--- src/rps_pkg.sv ---
// Package for the remappable pin select block: register map, fields, widths.
// Assumes a 32-bit Avalon-MM slave with word addressing by byte address.
`default_nettype none
package rps_pkg;
  // ----------------------------------------
  // Register byte offsets
  // ----------------------------------------
  localparam logic [3:0] RPS_OFS_INPUT_SEL = 4'h0;
  localparam logic [3:0] RPS_OFS_MAP_113_118 = 4'h4;
  localparam logic [3:0] RPS_OFS_MAP_120_125 = 4'h8;
  localparam int RPS_ADDR_W = 4;
  // ----------------------------------------
  // Field layout and widths
  // ----------------------------------------
  localparam int RPS_OUT_SEL_W = 6;
  localparam int RPS_IN_SEL_W = 7;
  localparam int RPS_HI_LSB = 8;
  localparam int RPS_LO_LSB = 0;
  localparam int RPS_REG_W = 16;
  localparam logic [RPS_IN_SEL_W-1:0] RPS_IN_SEL_GND = 7'h00;
  localparam logic [RPS_IN_SEL_W-1:0] RPS_IN_SEL_COMPARATOR_ONE_OUTPUT = 7'h01;
  localparam int RPS_REMAP_IN_N = 128;
  localparam int RPS_FUNC_N = 64;
  // ----------------------------------------
  // Reset values
  // ----------------------------------------
  localparam logic [RPS_OUT_SEL_W-1:0] RPS_OUT_RST = 6'h00;
  localparam logic [RPS_IN_SEL_W-1:0] RPS_IN_RST = 7'h00;
  localparam logic [31:0] RPS_RD_ZERO = 32'h0000_0000;

  typedef struct packed {
    logic [RPS_IN_SEL_W-1:0] clk_sel;
    logic [RPS_IN_SEL_W-1:0] dat_sel;
  } rps_in_sel_t;

  typedef struct packed {
    logic [RPS_OUT_SEL_W-1:0] pin118;
    logic [RPS_OUT_SEL_W-1:0] pin113;
    logic [RPS_OUT_SEL_W-1:0] pin125;
    logic [RPS_OUT_SEL_W-1:0] pin120;
  } rps_out_sel_t;

  typedef struct packed {
    rps_in_sel_t in_sel;
    rps_out_sel_t out_sel;
    logic [31:0] rdata;
    logic rvalid;
  } rps_state_t;
endpackage : rps_pkg
`default_nettype wire

--- src/rps_top.sv ---
// Remappable pin select: input routing for serial port 2, output function muxes.
// Assumes an Avalon-MM master on sys_clk_i; pins and functions synchronous.
`default_nettype none
module rps_top (
  // Clock and reset
  input wire logic sys_clk_i,
  input wire logic rst_n_i,
  // Avalon-MM slave
  input wire logic [rps_pkg::RPS_ADDR_W-1:0] avs_address_i,
  input wire logic avs_read_i,
  input wire logic avs_write_i,
  input wire logic [31:0] avs_writedata_i,
  input wire logic [3:0] avs_byteenable_i,
  output logic [31:0] avs_readdata_o,
  output logic avs_waitrequest_o,
  // Input routing sources
  input wire logic [rps_pkg::RPS_REMAP_IN_N-1:0] remap_pin_i,
  input wire logic comparator_one_output_i,
  // Routed serial port 2 inputs
  output logic serial2_clock_o,
  output logic serial2_data_o,
  // Peripheral output functions and remapped pins
  input wire logic [rps_pkg::RPS_FUNC_N-1:0] periph_func_i,
  output logic pin113_o,
  output logic pin118_o,
  output logic pin120_o,
  output logic pin125_o
);
  rps_pkg::rps_state_t state_reg;
  rps_pkg::rps_state_t state_next;
  logic acc;
  logic [15:0] rd_mux;

  // ----------------------------------------
  // Bus: one wait cycle, answer on second edge
  // ----------------------------------------
  assign acc = avs_read_i | avs_write_i;
  assign avs_waitrequest_o = acc & ~state_reg.rvalid;
  assign avs_readdata_o = state_reg.rdata;

  always_comb
  begin
    rd_mux = 16'h0000;
    unique case (avs_address_i)
      rps_pkg::RPS_OFS_INPUT_SEL:
        rd_mux = {1'b0, state_reg.in_sel.clk_sel, 1'b0, state_reg.in_sel.dat_sel};
      rps_pkg::RPS_OFS_MAP_113_118:
        rd_mux = {2'b00, state_reg.out_sel.pin118, 2'b00, state_reg.out_sel.pin113};
      rps_pkg::RPS_OFS_MAP_120_125:
        rd_mux = {2'b00, state_reg.out_sel.pin125, 2'b00, state_reg.out_sel.pin120};
      default:
        rd_mux = 16'h0000;
    endcase
  end

  always_comb
  begin
    state_next = state_reg;
    state_next.rvalid = acc & ~state_reg.rvalid;
    if (avs_read_i & ~state_reg.rvalid)
    begin
      state_next.rdata = {16'h0000, rd_mux};
    end
    // Write lands on the edge that completes the transfer
    if (avs_write_i & state_reg.rvalid)
    begin
      unique case (avs_address_i)
        rps_pkg::RPS_OFS_INPUT_SEL:
        begin
          if (avs_byteenable_i[1])
          begin
            state_next.in_sel.clk_sel = avs_writedata_i[14:8];
          end
          if (avs_byteenable_i[0])
          begin
            state_next.in_sel.dat_sel = avs_writedata_i[6:0];
          end
        end
        rps_pkg::RPS_OFS_MAP_113_118:
        begin
          if (avs_byteenable_i[1])
          begin
            state_next.out_sel.pin118 = avs_writedata_i[13:8];
          end
          if (avs_byteenable_i[0])
          begin
            state_next.out_sel.pin113 = avs_writedata_i[5:0];
          end
        end
        rps_pkg::RPS_OFS_MAP_120_125:
        begin
          if (avs_byteenable_i[1])
          begin
            state_next.out_sel.pin125 = avs_writedata_i[13:8];
          end
          if (avs_byteenable_i[0])
          begin
            state_next.out_sel.pin120 = avs_writedata_i[5:0];
          end
        end
        default:
        begin
          state_next.rdata = state_reg.rdata;
        end
      endcase
    end
  end

  always_ff @(posedge sys_clk_i or negedge rst_n_i)
  begin
    if (!rst_n_i)
    begin
      state_reg.in_sel.clk_sel <= rps_pkg::RPS_IN_RST;
      state_reg.in_sel.dat_sel <= rps_pkg::RPS_IN_RST;
      state_reg.out_sel.pin118 <= rps_pkg::RPS_OUT_RST;
      state_reg.out_sel.pin113 <= rps_pkg::RPS_OUT_RST;
      state_reg.out_sel.pin125 <= rps_pkg::RPS_OUT_RST;
      state_reg.out_sel.pin120 <= rps_pkg::RPS_OUT_RST;
      state_reg.rdata <= rps_pkg::RPS_RD_ZERO;
      state_reg.rvalid <= 1'b0;
    end
    else
    begin
      state_reg <= state_next;
    end
  end

  // ----------------------------------------
  // Routing
  // ----------------------------------------
  function automatic logic route_in(input logic [rps_pkg::RPS_IN_SEL_W-1:0] sel,
                                    input logic cmp,
                                    input logic [rps_pkg::RPS_REMAP_IN_N-1:0] pins);
    logic r;
    r = pins[sel];
    if (sel == rps_pkg::RPS_IN_SEL_GND)
    begin
      r = 1'b0;
    end
    else if (sel == rps_pkg::RPS_IN_SEL_COMPARATOR_ONE_OUTPUT)
    begin
      r = cmp;
    end
    return r;
  endfunction : route_in

  assign serial2_clock_o = route_in(state_reg.in_sel.clk_sel, comparator_one_output_i,
                                    remap_pin_i);
  assign serial2_data_o = route_in(state_reg.in_sel.dat_sel, comparator_one_output_i,
                                   remap_pin_i);
  assign pin118_o = periph_func_i[state_reg.out_sel.pin118];
  assign pin113_o = periph_func_i[state_reg.out_sel.pin113];
  assign pin125_o = periph_func_i[state_reg.out_sel.pin125];
  assign pin120_o = periph_func_i[state_reg.out_sel.pin120];
endmodule : rps_top
`default_nettype wire

--- config.mk ---
export PLATFORM = sky130hd
export DESIGN_NAME = rps_top
export DESIGN_NICKNAME = d
export VERILOG_FILES = /design/src/rps_pkg.sv /design/src/rps_top.sv
export SDC_FILE = /design/constraint.sdc
export NUM_CORES = 1
export LEC_CHECK = 0
export BUFFER_PORTS_ARGS = -buffer_cell sky130_fd_sc_hd__buf_4
export CORE_MARGIN = 3
export CORE_UTILIZATION = 38
export DETAILED_ROUTE_END_ITERATION = 10
export PLACE_DENSITY = 0.75
export SLEW_MARGIN = 25
export SYNTH_ARGS = -nofsm -noshare
export SYNTH_HDL_FRONTEND = slang
export SYNTH_SLANG_ARGS = --single-unit
--- constraint.sdc ---
create_clock -name sys_clk_i -period 2.2 [get_ports sys_clk_i]
set_input_delay 0.11 -clock sys_clk_i [delete_from_list [all_inputs] [get_ports sys_clk_i]]
set_output_delay 0.11 -clock sys_clk_i [all_outputs]
set_load 0.01 [all_outputs]
==> summary.md <==
| Metric | Value |
|---|---|
| Register area share after synthesis | `between 10% and 20%` |
| Die X | `139 µm` |
| Final Max Slew Viols | `0` |
| Clock Skew | `around 0.008 ns` |
| Final Hold Vio Count | `0` |
| Setup TNS | `-2.39 ns` |
| Htree depth | `2` |
| Iteration-0 DRC Markers | `about 630` |
| Via count of the first global-routing pass | `approximately 6500` |
| CTS Buffer Depth | `2` |
| Commonest cells after routing, fill and taps aside | `279 x buf_4, 136 x mux4_2, 45 x dfrtp_1, 42 x mux2_2, 34 x nand2_1` |
| RSZ-0062 raised after global routing | `yes` |
| First-pass GRT wire length | `between 30000 and 40000 µm` |
| Unique masters post-synth | `42` |
| Fillers | `between 1000 and 1500` |
| Full die area | `0.0193 mm²` |
| Peak Freq | `372 MHz` |
| CP Launch Type | `flop` |
| Most common cell after layout, fill and taps aside | `buf_4` |
| Nets | `998` |
| N_diodes | `0` |
| Tightest Pin Transition | `between 0.6 and 0.7 ns` |
| Vias | `6353` |
| Die height | `139 µm` |
| Routed wire length | `between 20000 and 30000 µm` |
| Endpoints failing setup | `6` |
| Pin count of the biggest net entering global routing | `54` |
| Worst Path Required | `about 2.1 ns` |
| Outcome | `finished with violations` |
| Min Tclk post-route | `2.69 ns` |
| Critical path endpoint category | `primary output` |
| Placer Congestion | `0.999` |
| Tot GR Track Use | `around a quarter` |
| Top_reg_cell synth | `dfrtp_1` |
| Slew headroom | `a little over half` |
| WL per Instance | `between 20 and 30 µm` |
| Aggregate global routing overflow | `0` |
| CTS tree | `built` |
| Syn. warnings | `0` |
| CTS Buf Count | `5` |
| Netlist Area Pre-Place | `0.00671 mm²` |
| Worst skew pair latency | `~0.29 ns` |
| Critical path type | `reg2out` |
| EDFF count, synth | `0` |
| Ratio of cells with drive above 1 in the final layout | `between 60% and 70%` |
| Number of I/O port buffers | `between 200 and 250` |
| CTS Sinks | `53` |
| Yosys reg bits | `53` |
| Power Dens Cells | `548 mW/mm²` |
| WP data arrival | `between 2 and 3 ns` |
| Layout area overhead | `39.3%` |
| Root buf cell | `clkbuf_16` |
| Type of the most critical hold path | `in2reg` |
| Vias per cell | `~6.5` |
| MaxCap Viol Count | `0` |
| # IOs | `276` |
| Worst Setup Slack, final | `-0.487 ns` |
| Final Cycle Share | `122%` |
| Mean area per synthesized cell | `13.0 µm²` |
| Initial core utilization | `39.6%` |
| Hpwl dp | `roughly 20000 µm` |
| Initial antenna violation count | `0` |
| Worst VDD drop | `311 µV` |
| Pleak | `between 3 and 4 nW` |
| Final hold slack | `0.0478 ns` |
| Core area | `roughly 0.017 mm²` |
| Post-Synthesis Cells | `a little over 500` |
| Pre-antenna DRT Iters | `7` |
| Async SR Flop Fraction | `100%` |
| Failing checks | `setup timing` |
| Antenna-violating nets left | `0` |
| Site Rows | `47` |
| Max FFs per register | `39` |
| Worst-path clk slew | `0.07 ns` |
| CP max FO | `9` |
| # DRC | `0` |
==> timing repair <==
action | 4_1_cts | 5_1_grt
endpoints found under the hold margin | 53 | 0
gates cloned | 0 | 3
setup endpoints to repair | 6 | 6
buffers inserted | 8 | 7
pin swaps | 5 | 4
gates resized for setup | 20 | 28
hold buffers | 1 | 0
==> cell usage after synthesis, types with 6 or more instances <==
cell,count,share of area (%)
mux4_2,126,42
dfrtp_1,53,20
mux2_2,43,7.2
nand2_1,34,1.9
buf_4,33,3.7
clkbuf_1,27,1.5
mux2i_1,26,3.9
nand3_1,18,1.3
nor2_1,18,1.0
o21ai_0,16,1.2
buf_2,15,1.1
a222oi_1,12,1.8
mux4_1,11,4.3
a21oi_1,10,0.75
a22oi_1,8,0.90
nor2b_1,8,0.75
buf_6,7,1.2
a31oi_1,6,0.56
==> kinds of logic (layout without fill, tap and decap cells) <==
group / after synthesis / in the layout / share of synthesized area, %
mux: 206 / 206 / 57.7
flops: 53 / 53 / 19.8
other cells: 1 / 18 / 0.0559
compound gates: 70 / 70 / 7.48
buf+inv: 90 / 320 / 8.19
simple gates: 95 / 95 / 6.79
==> critical path: stages, from the launching register on <==
cell and delay [ns]:
dfrtp_1 0.43, buf_12 0.17, mux4_2 0.52, mux4_2 0.52, mux4_2 0.50, buf_6 0.14
==> final timing paths <==
path	startpoint	endpoint	slack (ns)	cells after the start
worst max register to register	state_reg[33]	avs_readdata_o[0]	0.60	4
worst min register to register	avs_readdata_o[10]	avs_readdata_o[10]	0.48	2
worst max-delay path	state_reg[39]	pin125_o	-0.49	5
worst min-delay path	avs_writedata_i[4]	state_reg[61]	0.05	3
max in group asynchronous	rst_n_i	state_reg[33]	1.29	2
min in group asynchronous	rst_n_i	avs_readdata_o[10]	0.41	2
==> final cells by class <==
class | instances | area [µm²] | area share [%]
Clock buffer | 6 | 129 | 1.38
Clock inverter | 2 | 15.0 | 0.161
Inverter | 2 | 7.51 | 0.0803
Multi-Input combinational cell | 389 | 4950 | 53.0
Sequential cell | 53 | 1340 | 14.3
Tap cell | 220 | 275 | 2.95
Timing Repair Buffer | 310 | 2630 | 28.2
==> where the power goes <==
group	switching (mW)	internal, mW	total (mW)
clock network	0.348	0.422	0.771
logic	1.23	1.82	3.05
registers	0.219	1.08	1.30
total	1.79	3.32	5.12
==> per-stage QoR <==
step / cell area (µm²) / setup WS, ns / power, mW / utilization (%) / cells
finish: 9350 / -0.487 / 5.12 / 55.2 / 982
global route: 9350 / -0.517 / 5.36 / 55.2 / 982
CTS: 9120 / -0.462 / 4.96 / 53.8 / 972
detailed placement: 8860 / -0.170 / 4.08 / 52.3 / 955
global placement: 8860 / -0.151 / 4.02 / 52.3 / 955
floorplan: 6770 / -0.00491 / 2.98 / - / 532
==> metal layers <==
metal  wire length [µm]  GRT usage (%)  part of all wire [%]
met5                  0              0                     0
met4                840           7.62                   3.3
met3               2360           5.21                   9.4
met2              12300           39.3                    49
met1               9620           34.0                    38
No activity file was read; power rests on OpenSTA's default activity.
